==> config.mk <==
export PLATFORM = sky130hd
export DESIGN_NAME = sfr_read_path
export DESIGN_NICKNAME = d
export VERILOG_FILES = /design/src/sfr_pkg.sv /design/src/sfr_read_path.sv /design/src/sfr_skid_fifo.sv
export SDC_FILE = /design/constraint.sdc
export NUM_CORES = 1
export LEC_CHECK = 0
export BUFFER_PORTS_ARGS = -buffer_cell sky130_fd_sc_hd__buf_2
export CORE_MARGIN = 2
export CORE_UTILIZATION = 59
export CTS_CLUSTER_DIAMETER = 100
export DETAILED_ROUTE_END_ITERATION = 7
export PLACE_DENSITY = 0.8
export SYNTH_ARGS = -nofsm -noshare
export SYNTH_HDL_FRONTEND = slang
export SYNTH_SLANG_ARGS = --single-unit
==> constraint.sdc <==
create_clock -name clk_sys -period 4.2 [get_ports clk_sys]
set_clock_uncertainty 0.1 [all_clocks]
set_input_delay 0.63 -clock clk_sys [delete_from_list [all_inputs] [get_ports clk_sys]]
set_output_delay 0.63 -clock clk_sys [all_outputs]
set_load 0.005 [all_outputs]
==> src/sfr_pkg.sv <==
// Shared constants and types of the serial flash array-read path.
// Assumes the importer runs on the single system clock.
package sfr_pkg;
    // Supported read opcodes
    localparam logic [7:0] SFR_OP_LEGACY = 8'hE8;
    localparam logic [7:0] SFR_OP_FAST = 8'h0B;
    localparam logic [7:0] SFR_OP_SLOW = 8'h03;
    // Don't-care bits clocked in after the address, per opcode
    localparam logic [5:0] SFR_DUM_LEGACY = 6'h20;
    localparam logic [5:0] SFR_DUM_FAST = 6'h08;
    localparam logic [5:0] SFR_DUM_SLOW = 6'h00;
    // Last bit index of the opcode and address phases
    localparam logic [5:0] SFR_OPC_LAST = 6'h07;
    localparam logic [5:0] SFR_ADDR_LAST = 6'h17;
    // Widths
    localparam int SFR_DATA_W = 8;
    localparam int SFR_PAGE_W = 10;
    localparam int SFR_BYTE_W = 9;
    localparam int SFR_FIFO_DEPTH = 2;
    // Field positions in the right-aligned 24-bit address
    localparam int SFR_LONG_PAGE_LSB = 9;
    localparam int SFR_SHORT_PAGE_LSB = 8;
    localparam int SFR_SHORT_BYTE_W = 8;
    // Last byte of a page in each page-size setting
    localparam logic [8:0] SFR_LAST_BYTE_LONG = 9'h107;
    localparam logic [8:0] SFR_LAST_BYTE_SHORT = 9'h0FF;
    // Synchroniser lanes and their reset levels
    localparam int SFR_SYNC_N = 5;
    localparam int SFR_IX_SI = 0;
    localparam int SFR_IX_SCK = 1;
    localparam int SFR_IX_CS = 2;
    localparam int SFR_IX_PS = 3;
    localparam int SFR_IX_RSTP = 4;
    localparam logic [4:0] SFR_SYNC_RST = 5'h14;

    typedef enum logic [2:0] {
        SFR_ST_IDLE = 3'b000,
        SFR_ST_OPC = 3'b001,
        SFR_ST_ADR = 3'b011,
        SFR_ST_DUM = 3'b010,
        SFR_ST_DAT = 3'b110,
        SFR_ST_IGN = 3'b111
    } sfr_state_e;
endpackage

==> src/sfr_read_path.sv <==
// SPI-slave front end and sequential main-array read path of a serial flash.
// Assumes the SPI pins are asynchronous to clk_sys and that the serial clock
// is slow enough (half period of many clk_sys cycles) to be oversampled.
// The main array itself sits outside, behind a request/response read port.
`timescale 1ns/10ps

// How it works
// - CS falling starts an opcode-then-address command.
// - Opcode, address and data travel MSB first.
// - Three address bytes with leading don't-care bits.
// - Long pages: top ten page, next nine byte.
// - Short pages: bits 17-8 page, 7-0 byte.
// - Buffer byte address nine or eight bits wide.
// - E8h takes address plus four dummy bytes.
// - Address counter advances by itself while streaming.
// - 0Bh takes address plus one dummy byte.
// - 03h streams data right after the address.
// - Page end rolls into next page, no gap.
// - Array end wraps to first page, no gap.
// - CS rising ends read, output released.
// - Array reads never touch the SRAM buffer; here each read loads buf_byte_addr.
// - Works with clock idle low or high.
// - Sample on rising clock, shift out on falling.
// - CS high ignores input, output released.
// - Reset pin low aborts and holds idle.
module sfr_read_path (
    input wire logic clk_sys,
    input wire logic reset,
    input wire logic reset_pin_n,
    input wire logic page_size_264,
    input wire logic spi_cs_n,
    input wire logic spi_sck,
    input wire logic spi_si,
    output logic spi_so_o,
    output logic spi_so_oe,
    output logic mem_req_valid,
    input wire logic mem_req_ready,
    output logic [sfr_pkg::SFR_PAGE_W-1:0] mem_page,
    output logic [sfr_pkg::SFR_BYTE_W-1:0] mem_byte,
    input wire logic mem_rsp_valid,
    output logic mem_rsp_ready,
    input wire logic [sfr_pkg::SFR_DATA_W-1:0] mem_rsp_data,
    output logic [sfr_pkg::SFR_BYTE_W-1:0] buf_byte_addr,
    output logic streaming
);
    import sfr_pkg::*;

    // Pin synchronisers
    logic [SFR_SYNC_N-1:0] pins_in, sync1_r, sync2_r;
    logic sck_d_r;
    logic si_s, sck_s, cs_s, ps_s, rstp_s, rise, fall, abort;

    // Command and fetch state
    sfr_state_e st_r, st_nxt;
    logic [5:0] cnt_r, cnt_nxt;
    logic [22:0] sr_r, sr_nxt;
    logic [5:0] dum_r, dum_nxt;
    logic ps_r, ps_nxt;
    logic [SFR_PAGE_W-1:0] page_r, page_nxt;
    logic [SFR_BYTE_W-1:0] byte_r, byte_nxt;
    logic [SFR_BYTE_W-1:0] buf_r, buf_nxt;
    logic fetch_r, fetch_nxt;
    logic req_r, req_nxt;
    logic out_r, out_nxt;
    logic disc_r, disc_nxt;
    logic [23:0] addr_full;
    logic [7:0] opc_full;
    logic [SFR_BYTE_W-1:0] last_byte;

    // Output shifter state
    logic [SFR_DATA_W-1:0] shift_r, shift_nxt;
    logic [2:0] obit_r, obit_nxt;
    logic oe_r, oe_nxt;

    // Buffer wiring
    logic fifo_in_valid, fifo_in_ready, fifo_out_valid, pop;
    logic [SFR_DATA_W-1:0] fifo_out_data;

    assign pins_in = {reset_pin_n, page_size_264, spi_cs_n, spi_sck, spi_si};

    // Two flops per pin before any logic looks at it
    genvar g;
    generate
        for (g = 0; g < SFR_SYNC_N; g++) begin : g_sync
            always_ff @(posedge clk_sys or posedge reset) begin
                if (reset) begin
                    sync1_r[g] <= SFR_SYNC_RST[g];
                    sync2_r[g] <= SFR_SYNC_RST[g];
                end else begin
                    sync1_r[g] <= pins_in[g];
                    sync2_r[g] <= sync1_r[g];
                end
            end
        end
    endgenerate

    // Edge history of the serial clock, taken from the second stage only
    always_ff @(posedge clk_sys or posedge reset) begin
        if (reset) begin
            sck_d_r <= 1'b0;
        end else begin
            sck_d_r <= sck_s;
        end
    end

    assign si_s = sync2_r[SFR_IX_SI];
    assign sck_s = sync2_r[SFR_IX_SCK];
    assign cs_s = sync2_r[SFR_IX_CS];
    assign ps_s = sync2_r[SFR_IX_PS];
    assign rstp_s = sync2_r[SFR_IX_RSTP];
    // Only edges matter, so either clock idle level works
    assign rise = sck_s && !sck_d_r;
    assign fall = !sck_s && sck_d_r;
    assign abort = cs_s || !rstp_s;

    assign addr_full = {sr_r, si_s};
    assign opc_full = {sr_r[6:0], si_s};
    assign last_byte = ps_r ? SFR_LAST_BYTE_LONG : SFR_LAST_BYTE_SHORT;

    // Command decode, address counter and array fetch control
    always_comb begin
        st_nxt = st_r;
        cnt_nxt = cnt_r;
        sr_nxt = sr_r;
        dum_nxt = dum_r;
        ps_nxt = ps_r;
        page_nxt = page_r;
        byte_nxt = byte_r;
        buf_nxt = buf_r;
        fetch_nxt = fetch_r;
        req_nxt = req_r;
        out_nxt = out_r;
        disc_nxt = disc_r;
        // Accepted request: step to the next byte, rolling over pages
        if (req_r && mem_req_ready) begin
            req_nxt = 1'b0;
            if (byte_r >= last_byte) begin
                byte_nxt = '0;
                page_nxt = page_r + SFR_PAGE_W'(1);
            end else begin
                byte_nxt = byte_r + SFR_BYTE_W'(1);
            end
        end
        if (mem_rsp_valid && mem_rsp_ready) begin
            out_nxt = 1'b0;
            disc_nxt = 1'b0;
        end
        // One read in flight at a time; buffer space gates the next one
        if (fetch_r && !out_r && fifo_in_ready) begin
            req_nxt = 1'b1;
            out_nxt = 1'b1;
        end
        case (st_r)
            SFR_ST_IDLE: begin
                if (!cs_s) begin
                    st_nxt = SFR_ST_OPC;
                    cnt_nxt = '0;
                    ps_nxt = ps_s;
                end
            end
            SFR_ST_OPC: begin
                if (rise) begin
                    sr_nxt = {sr_r[21:0], si_s};
                    cnt_nxt = cnt_r + 6'h01;
                    if (cnt_r == SFR_OPC_LAST) begin
                        cnt_nxt = '0;
                        st_nxt = SFR_ST_ADR;
                        case (opc_full)
                            SFR_OP_LEGACY: dum_nxt = SFR_DUM_LEGACY;
                            SFR_OP_FAST: dum_nxt = SFR_DUM_FAST;
                            SFR_OP_SLOW: dum_nxt = SFR_DUM_SLOW;
                            default: st_nxt = SFR_ST_IGN;
                        endcase
                    end
                end
            end
            SFR_ST_ADR: begin
                if (rise) begin
                    sr_nxt = {sr_r[21:0], si_s};
                    cnt_nxt = cnt_r + 6'h01;
                    if (cnt_r == SFR_ADDR_LAST) begin
                        cnt_nxt = '0;
                        // Leading bits above the split are simply dropped
                        if (ps_r) begin
                            page_nxt = addr_full[SFR_LONG_PAGE_LSB +: SFR_PAGE_W];
                            byte_nxt = addr_full[SFR_BYTE_W-1:0];
                            buf_nxt = addr_full[SFR_BYTE_W-1:0];
                        end else begin
                            page_nxt = addr_full[SFR_SHORT_PAGE_LSB +: SFR_PAGE_W];
                            byte_nxt = {1'b0, addr_full[SFR_SHORT_BYTE_W-1:0]};
                            buf_nxt = {1'b0, addr_full[SFR_SHORT_BYTE_W-1:0]};
                        end
                        // Prefetch starts now so dummy-less reads are ready in time
                        fetch_nxt = 1'b1;
                        st_nxt = (dum_r == SFR_DUM_SLOW) ? SFR_ST_DAT : SFR_ST_DUM;
                    end
                end
            end
            SFR_ST_DUM: begin
                if (rise) begin
                    cnt_nxt = cnt_r + 6'h01;
                    if (cnt_r == dum_r - 6'h01) begin
                        st_nxt = SFR_ST_DAT;
                    end
                end
            end
            SFR_ST_DAT: begin
                st_nxt = SFR_ST_DAT; // Streams until CS rises
            end
            SFR_ST_IGN: begin
                st_nxt = SFR_ST_IGN; // Unsupported opcode: wait out the frame
            end
            default: begin
                st_nxt = SFR_ST_IDLE;
            end
        endcase
        // Deselect or reset pin ends the command and fetching; a request already raised still goes out, and late answers are dropped
        if (abort) begin
            st_nxt = SFR_ST_IDLE;
            fetch_nxt = 1'b0;
            disc_nxt = out_nxt;
        end
    end

    always_ff @(posedge clk_sys or posedge reset) begin
        if (reset) begin
            st_r <= SFR_ST_IDLE;
            cnt_r <= '0;
            sr_r <= '0;
            dum_r <= '0;
            ps_r <= 1'b0;
            page_r <= '0;
            byte_r <= '0;
            buf_r <= '0;
            fetch_r <= 1'b0;
            req_r <= 1'b0;
            out_r <= 1'b0;
            disc_r <= 1'b0;
        end else begin
            st_r <= st_nxt;
            cnt_r <= cnt_nxt;
            sr_r <= sr_nxt;
            dum_r <= dum_nxt;
            ps_r <= ps_nxt;
            page_r <= page_nxt;
            byte_r <= byte_nxt;
            buf_r <= buf_nxt;
            fetch_r <= fetch_nxt;
            req_r <= req_nxt;
            out_r <= out_nxt;
            disc_r <= disc_nxt;
        end
    end

    // Output shifter: a new byte is taken on the falling edge at bit 0
    assign pop = (st_r == SFR_ST_DAT) && fall && (obit_r == 3'h0);

    always_comb begin
        shift_nxt = shift_r;
        obit_nxt = obit_r;
        oe_nxt = (st_r == SFR_ST_DAT) && !abort;
        if (st_r != SFR_ST_DAT) begin
            obit_nxt = 3'h0;
        end else if (fall) begin
            // An empty buffer repeats stale data; the clock was too fast
            if (obit_r == 3'h0) begin
                shift_nxt = fifo_out_data;
            end else begin
                shift_nxt = {shift_r[SFR_DATA_W-2:0], 1'b0};
            end
            obit_nxt = obit_r + 3'h1;
        end
    end

    always_ff @(posedge clk_sys or posedge reset) begin
        if (reset) begin
            shift_r <= '0;
            obit_r <= 3'h0;
            oe_r <= 1'b0;
        end else begin
            shift_r <= shift_nxt;
            obit_r <= obit_nxt;
            oe_r <= oe_nxt;
        end
    end

    // Stale answers after an abort are taken and thrown away
    assign fifo_in_valid = mem_rsp_valid && !disc_r;
    assign mem_rsp_ready = disc_r || fifo_in_ready;

    sfr_skid_fifo #(
        .WIDTH(SFR_DATA_W),
        .DEPTH(SFR_FIFO_DEPTH)
    ) u_fifo (
        .clk_sys(clk_sys),
        .reset(reset),
        .flush(abort),
        .in_valid(fifo_in_valid),
        .in_ready(fifo_in_ready),
        .in_data(mem_rsp_data),
        .out_valid(fifo_out_valid),
        .out_ready(pop),
        .out_data(fifo_out_data)
    );

    assign spi_so_o = shift_r[SFR_DATA_W-1];
    assign spi_so_oe = oe_r;
    assign mem_req_valid = req_r;
    assign mem_page = page_r;
    assign mem_byte = byte_r;
    assign buf_byte_addr = buf_r;
    assign streaming = (st_r == SFR_ST_DAT) && fifo_out_valid;
endmodule

==> src/sfr_skid_fifo.sv <==
// Two-entry byte buffer between the array read port and the output shifter.
// Assumes one clock; flush empties it at once and wins over a push.
`timescale 1ns/10ps
module sfr_skid_fifo #(
    parameter int WIDTH = sfr_pkg::SFR_DATA_W,
    parameter int DEPTH = sfr_pkg::SFR_FIFO_DEPTH
) (
    input wire logic clk_sys,
    input wire logic reset,
    input wire logic flush,
    input wire logic in_valid,
    output logic in_ready,
    input wire logic [WIDTH-1:0] in_data,
    output logic out_valid,
    input wire logic out_ready,
    output logic [WIDTH-1:0] out_data
);
    import sfr_pkg::*;

    localparam int PW = (DEPTH > 1) ? $clog2(DEPTH) : 1;

    logic [WIDTH-1:0] mem_r [DEPTH];
    logic [WIDTH-1:0] mem_nxt [DEPTH];
    logic [PW-1:0] wp_r, wp_nxt, rp_r, rp_nxt;
    logic [PW:0] cnt_r, cnt_nxt;
    logic push, pop;

    assign in_ready = (cnt_r != PW'(0) + (PW+1)'(DEPTH)) ;
    assign out_valid = (cnt_r != '0);
    assign out_data = mem_r[rp_r];
    assign push = in_valid && in_ready;
    assign pop = out_valid && out_ready;

    // Pointer and storage update; pointers wrap at the depth
    always_comb begin
        mem_nxt = mem_r;
        wp_nxt = wp_r;
        rp_nxt = rp_r;
        cnt_nxt = cnt_r;
        if (push) begin
            mem_nxt[wp_r] = in_data;
            wp_nxt = (wp_r == PW'(DEPTH - 1)) ? '0 : wp_r + PW'(1);
        end
        if (pop) begin
            rp_nxt = (rp_r == PW'(DEPTH - 1)) ? '0 : rp_r + PW'(1);
        end
        cnt_nxt = cnt_r + (PW+1)'(push) - (PW+1)'(pop);
        if (flush) begin
            wp_nxt = '0;
            rp_nxt = '0;
            cnt_nxt = '0;
        end
    end

    always_ff @(posedge clk_sys or posedge reset) begin
        if (reset) begin
            for (int i = 0; i < DEPTH; i++) begin
                mem_r[i] <= '0;
            end
            wp_r <= '0;
            rp_r <= '0;
            cnt_r <= '0;
        end else begin
            mem_r <= mem_nxt;
            wp_r <= wp_nxt;
            rp_r <= rp_nxt;
            cnt_r <= cnt_nxt;
        end
    end
endmodule

==> results of run 1 <==
-- cell usage after synthesis (all sizes together) (2+ instances only) --
cell	instances	area (um^2)
buf	8	55.05
and3	5	31.28
nor2	29	108.9
xnor2	7	61.31
or2	2	12.52
nor3b	3	27.52
xor2	9	78.83
mux2	36	405.4
a31oi	7	43.79
a21oi	18	93.84
dfrtp	101	2527
nor2b	12	75.07
nand4	7	50.05
a22o	3	26.28
dfstp	4	105.1
nand2b	7	43.79
nand2	57	216.5
o211ai	2	15.01
nor3	6	35.03
or4	4	30.03
and4	3	28.78
or3	4	25.02
inv	15	56.30
and2	2	12.51
ha	14	175.2
a21o	2	15.01
mux2i	15	150.1
o31ai	4	30.03
nand3	6	30.03
o21ai	29	145.1
and4bb	2	28.78
a211oi	9	67.56
clkbuf	13	48.80
-- sequential cells by signal (all words and copies together), names as in the netlist, 2 cells and up --
signal,count
mem_byte,9
dum_r,2
mem_page,10
sr_r,18
cnt_r,6
buf_byte_addr,9
shift_r,8
st_r,3
sync1_r,5
u_fifo.mem_r,16
u_fifo.cnt_r,2
obit_r,3
-- critical path, stage by stage, from the launching register on --
cell,delay (ns)
dfrtp_1,0.83
inv_1,0.15
ha_1,0.33
nand4_1,0.14
nor3_1,0.26
a21oi_2,0.23
or4_1,0.56
a31oi_1,0.19
-- layout make-up --
cell class	instances	area share [%]
inverter	15	1.072
multi-input combinational	318	40.02
clock buffer	9	2.258
timing repair buffer	52	4.880
clock inverter	7	1.391
sequential	105	47.98
tap	105	2.395
-- logic make-up (layout without fill, tap and decap cells) --
group           Yosys count  count (layout)  share of synthesized area (%)
simple gates            155             155                          16.43
mux                      51              51                          11.14
flops                   105             105                          52.77
buf+inv                  36              83                          3.210
compound gates           82              82                          10.13
xor+xnor                 16              16                          2.809
fa+ha+maj                14              14                          3.511
-- through the flow --
stage               hold slack, ns  util (%)  cell area (um^2)  instances
finish                      0.1968     66.77              5487        611
global route                0.2193     66.77              5487        611
CTS                         0.2008     66.77              5487        611
detailed placement          0.2347     64.34              5286        595
global placement            0.2335     64.34              5286        595
floorplan                   0.2312         -              4989        459
-- routing by layer --
metal / part of all wire [%] / global-route usage [%] / up-vias
met5: 0 / 0 / -
met4: 1.1 / 7.024 / 0
met3: 4.4 / 5.090 / 10
met2: 48 / 35.78 / 80
met1: 46 / 30.16 / 1724
li1: - / - / 1702
-- final timing paths --
kind                                                     end                  from  slack (ns)  depth (start not counted)
worst max-delay path                   mem_page[6]$_DFF_PP0_      ps_r$_DFFE_PP0P_        1.32                          7
worst min-delay path            buf_byte_addr[2]$_DFFE_PP0P_                 reset        0.20                          2
worst max register to register         mem_page[6]$_DFF_PP0_      ps_r$_DFFE_PP0P_        1.32                          7
worst min register to register               sck_s$_DFF_PP0_  sync1_r[1]$_DFF_PP0_        0.26                          0
max in group asynchronous               sync1_r[2]$_DFF_PP1_                 reset        2.93                          3
min in group clk_sys                    sync1_r[4]$_DFF_PP1_           reset_pin_n        0.25                          1
-- power by group through the flow --
stage                     sequential (mW)  combinational, mW  clock (mW)
after CTS                            1.12              0.160       0.656
after floorplan                      1.12              0.132           0
after global placement               1.14              0.151           0
final                                1.12              0.158       0.637
after detailed placement             1.14              0.159           0
after global routing                 1.13              0.180       0.695
==> results.toml, run 1 <==
[outcome]
status = "finished clean"

[logic_synthesis]
netlist_instances = 459
synth-edff-count = 0
ys.flop_type = "dfrtp_1"
syn-num-nets = 490
synth-seq-area-share_pct = 52.77
ys_ff_latch = 105
ys_async_sr_fraction_pct = 100.0
yosysWarningCount = 0
ys_types = 58
synth_area_per_cell_um2 = 10.87
syn_area_um2 = 4989

[floorplanning]
core_area_um2 = 8217
die_h_um = 95.95
io_pins = 50
num_rows = 33
die_w_um = 95.95
die_area_um2 = 9206
start_util_pct = 60.71

[power]
p_total_mw = 1.916
pwr_density_cell_nw_per_um2 = 349.2
clkPwrFrac_pct = 33.3
internal-power_mw = 1.431
ir_drop_uv = 286.7
p_sw_mw = 0.4850
p_leak_nw = 2.558
seq_power_share_pct = 58.5
switching_share_pct = 25.32
pwr-share-comb_pct = 8.2

[layout]
fill_cells = 652
antennaDiodeCount = 0
mostFrequentLayoutCells = "dfrtp_1, nand2_1, buf_2, mux2_2, nor2_1"
final_common_cell = "dfrtp_1"
regArea_um2 = 2633
multi_input_area_um2 = 2196
layout-drive-gt1-share_pct = 23.32
syn_to_final_growth_pct = 9.982
num-nets-final = 532

[timing]
worst_slack_ns = 1.322
period_minus_slack_ns = 2.878
setup-violations-final = 0
tightest_slew_ns = 0.7618
rsz0062_at_grt = "no"
fin_tns_setup_ns = 0
final-hold-violation-count = 0
report.final.slew_viol_count = 0
relSlewSlack_pct = 49.09
fmax_mhz = 347.5
fin_crit_sh_pct = 68.52

[global_routing]
grtUsageTotal_pct = 22.24
grt_overflow = 0
grt_max_degree = 43
grt_pass1_vias = 3355
grt_pass1_wl_um = 15870
grt_antenna_before_repair = 0

[critical_path]
arrival_ns = 3.05
crit_fanout = 25
critPathKind = "reg2reg"
start_kind = "flip-flop"
crit_required_ns = 4.38
cp-end-kind = "flip-flop"

[drt]
finalWirelength_um = 9276
vias_per_cell = 5.755
postRouteAntennaNets = 0
wl_per_cell_um = 15.18
vias = 3516
drt_iter0_drc = 143
drc = 0
dr.pass1.iters = 4

[clock_network]
cts-root-buf = "clkbuf_8"
numCtsBuffers = 9
cts.path.max_buffers = 2
cts-resized-gates = 0
ctsHoldBuffers = 0
clkSlewWorstSetupHoldPaths_ns = 0.10
clock_latency_ns = 0.36
tritoncts = "yes"
cts_num_sinks = 105
h-tree-depth = 3
postCtsSetupRepairBufs = 0

[job]
drv_cap = 0

[placement]
post-dp-hpwl_um = 6545
place_congestion = 0.8324
place_ws_ns = 1.381
portBuffers = 49

[min_path]
hp-class = "in2async"
Note: power is estimated with default switching activity, not from simulation.
==> inputs of run 2 (changes only) <==
ABC_AREA = 1   (was unset)
clock period = 2.78 ns   (was 4.2 ns; I/O delays follow)
==> results.toml, run 2 <==
[outcome]
status = "finished clean"

[layout]
final_common_cell = "nand2_1"
largest_reg_flops = 18
post-route-util_pct = 66.80
final_area_um2 = 5741
top_register = "sr_r"
syn_to_final_growth_pct = 11.06
layout-drive-gt1-share_pct = 14.35
antennaDiodeCount = 0
fill_cells = 720
layoutNonFillerInstCount = 791
mostFrequentLayoutCells = "nand2_1, dfrtp_1, inv_1, o21ai_0, buf_2"
num-nets-final = 709

[min_path]
min_path_cells = 1
min_to = "sync1_r[2]$_DFF_PP1_"
hp-class = "in2reg"
holdCritStartpoint = "spi_cs_n"

[power]
p_leak_nw = 2.906
ir_drop_uv = 353.8
pwr_density_cell_nw_per_um2 = 583.4
p_total_mw = 3.349

[global_routing]
grt_max_degree = 49
grt_pass1_wl_um = 18310
grtUsageTotal_pct = 23.70
grt_overflow = 0
grt_antenna_before_repair = 0
grt_pass1_vias = 4102

[logic_synthesis]
netlist_instances = 630
synth-seq-area-share_pct = 50.93
ys.flop_type = "dfrtp_1"
netlist_top_cells_count = "nand2_1, dfrtp_1, inv_1"
syn-num-nets = 661
synth.most_common_cell = "nand2_1"
synth_area_leader_cell = "dfrtp_1"
synth_top_area_share_pct = 48.90
synthTopCellsByArea = "dfrtp_1, nand2_1, o21ai_0"
ys_ff_latch = 105
ys_types = 38
syn_area_um2 = 5169
ys_async_sr_fraction_pct = 100.0
synth-edff-count = 0
yosysWarningCount = 0
synth_area_per_cell_um2 = 8.204

[critical_path]
cp_slowest_cell = "dfrtp_1"
cp-end-kind = "flip-flop"
r2r_cells = 11
cpMostUsedCell = "nand2_1"
rrSetupSlack_ns = 0.48
cp.depth = 11
r2r-end = "mem_byte[7]$_DFF_PP0_"
crit_required_ns = 2.97
cp_num_buf_inv = 2
crit_fanout = 18
arrival_ns = 2.48
path_delay_family = "simple AND/OR/NAND/NOR gates"
start_kind = "flip-flop"
timing.rr.start = "ps_r$_DFFE_PP0P_"
path_cells = "inv_1 -> ha_1 -> nand2_1 -> a21oi_1 -> nor2_1 -> nand2_2 -> nand2_1 -> nand2_2 -> inv_1 -> nand3_1 -> nand2_1"
critPathKind = "reg2reg"
max_stage_delay_ns = 0.48

[clock_network]
cts-root-buf = "clkbuf_8"
h-tree-depth = 3
cts_num_sinks = 105
cts.path.max_buffers = 2
numCtsBuffers = 9
clkSlewWorstSetupHoldPaths_ns = 0.11
clock_latency_ns = 0.38
tritoncts = "yes"

[timing]
setup-violations-final = 0
tightest_slew_ns = 0.4954
fin_tns_setup_ns = 0
relSlewSlack_pct = 66.93
period_minus_slack_ns = 2.299
rsz0062_at_grt = "no"
fin_crit_sh_pct = 82.71
final.hold.worst_slack_ns = 0.03603
report.final.slew_viol_count = 0
worst_slack_ns = 0.4807
fmax_mhz = 434.9
final-hold-violation-count = 0

[job]
drv_cap = 0

[floorplanning]
start_util_pct = 60.15
die_w_um = 97.60
core_area_um2 = 8593
io_pins = 50
num_rows = 34
die_area_um2 = 9525
die_h_um = 97.60

[drt]
drc = 0
dr.pass1.iters = 5
wl_per_cell_um = 13.39
drt_iter0_drc = 276
vias = 4272
vias_per_cell = 5.401
postRouteAntennaNets = 0
finalWirelength_um = 10590

[placement]
placed_cells = 774
placed_area_um2 = 5507
post-dp-hpwl_um = 7727
portBuffers = 49
place_congestion = 0.8876
place_ws_ns = 0.5216
-- run 2: cell count changes after synthesis, sizes merged, moves of 6 or more --
cell    delta
mux2      -36
nand2    +127
a211oi     -9
nor2b     -12
nand3     +27
a21oi     +12
nand2b     -7
inv       +69
mux2i     -14
o21ai     +42
xnor2      -6
nor2      +12
-- run 2: what timing repair did --
item,4_1_cts,5_1_grt
resized for setup,0,0
hold endpoints to repair,15,0
setup buffers,0,0
hold buffers,1,0
-- run 2: per-layer routing --
metal  routed length [um]  global-route usage (%)
met4                  316                   10.68
met5                    0                       0
met2                 4956                   36.82
met3                  477                   4.604
met1                 4840                   32.56
-- run 2: layout make-up --
cell class	count	area (um^2)	share of cell area, %
inverters	85	322.8	5.623
flip-flops and latches	105	2633	45.86
well taps	108	135.1	2.354
clock inverters	7	100.1	1.744
clock buffers	9	123.9	2.158
multi-input cells	423	2128	37.07
repair buffers	54	297.8	5.187
-- run 2: worst max path at each step --
stage	slack, ns	end	start
after global placement	0.72	u_fifo.cnt_r[1]$_DFF_PP0_	st_r[1]$_DFFE_PP0P_
after floorplan	0.69	mem_byte[7]$_DFF_PP0_	ps_r$_DFFE_PP0P_
after global routing	0.23	mem_byte[1]$_DFF_PP0_	ps_r$_DFFE_PP0P_
after detailed placement	0.52	mem_byte[3]$_DFF_PP0_	ps_r$_DFFE_PP0P_
final	0.48	mem_byte[7]$_DFF_PP0_	ps_r$_DFFE_PP0P_
after CTS	0.49	mem_byte[3]$_DFF_PP0_	ps_r$_DFFE_PP0P_
-- run 2: power breakdown --
part | internal (mW) | switching, mW | leakage [nW]
combinational | 0.182 | 0.345 | 1.42
sequential | 1.65 | 0.112 | 1.37
clock | 0.517 | 0.538 | 0.115
-- run 2: logic make-up (layout without fill, tap and decap cells) --
logic type / count (synthesis) / in the layout / synth area share, %
mux: 1 / 1 / 0.1937
compound gates: 113 / 113 / 11.93
xor+xnor: 7 / 7 / 1.186
simple gates: 288 / 288 / 24.47
buf+inv: 102 / 155 / 7.891
fa+ha+maj: 14 / 14 / 3.389
flops: 105 / 105 / 50.93
-- run 2: worst reg2reg max path, delay by kind of cell (launching register included) --
kind / cells / cell delay, ns
buffers and inverters: 2 / 0.23
adder cells (fa/ha/maj): 1 / 0.32
flip-flops: 1 / 0.48
AND/OR/NAND/NOR: 7 / 0.92
AO/OA/AOI/OAI: 1 / 0.14
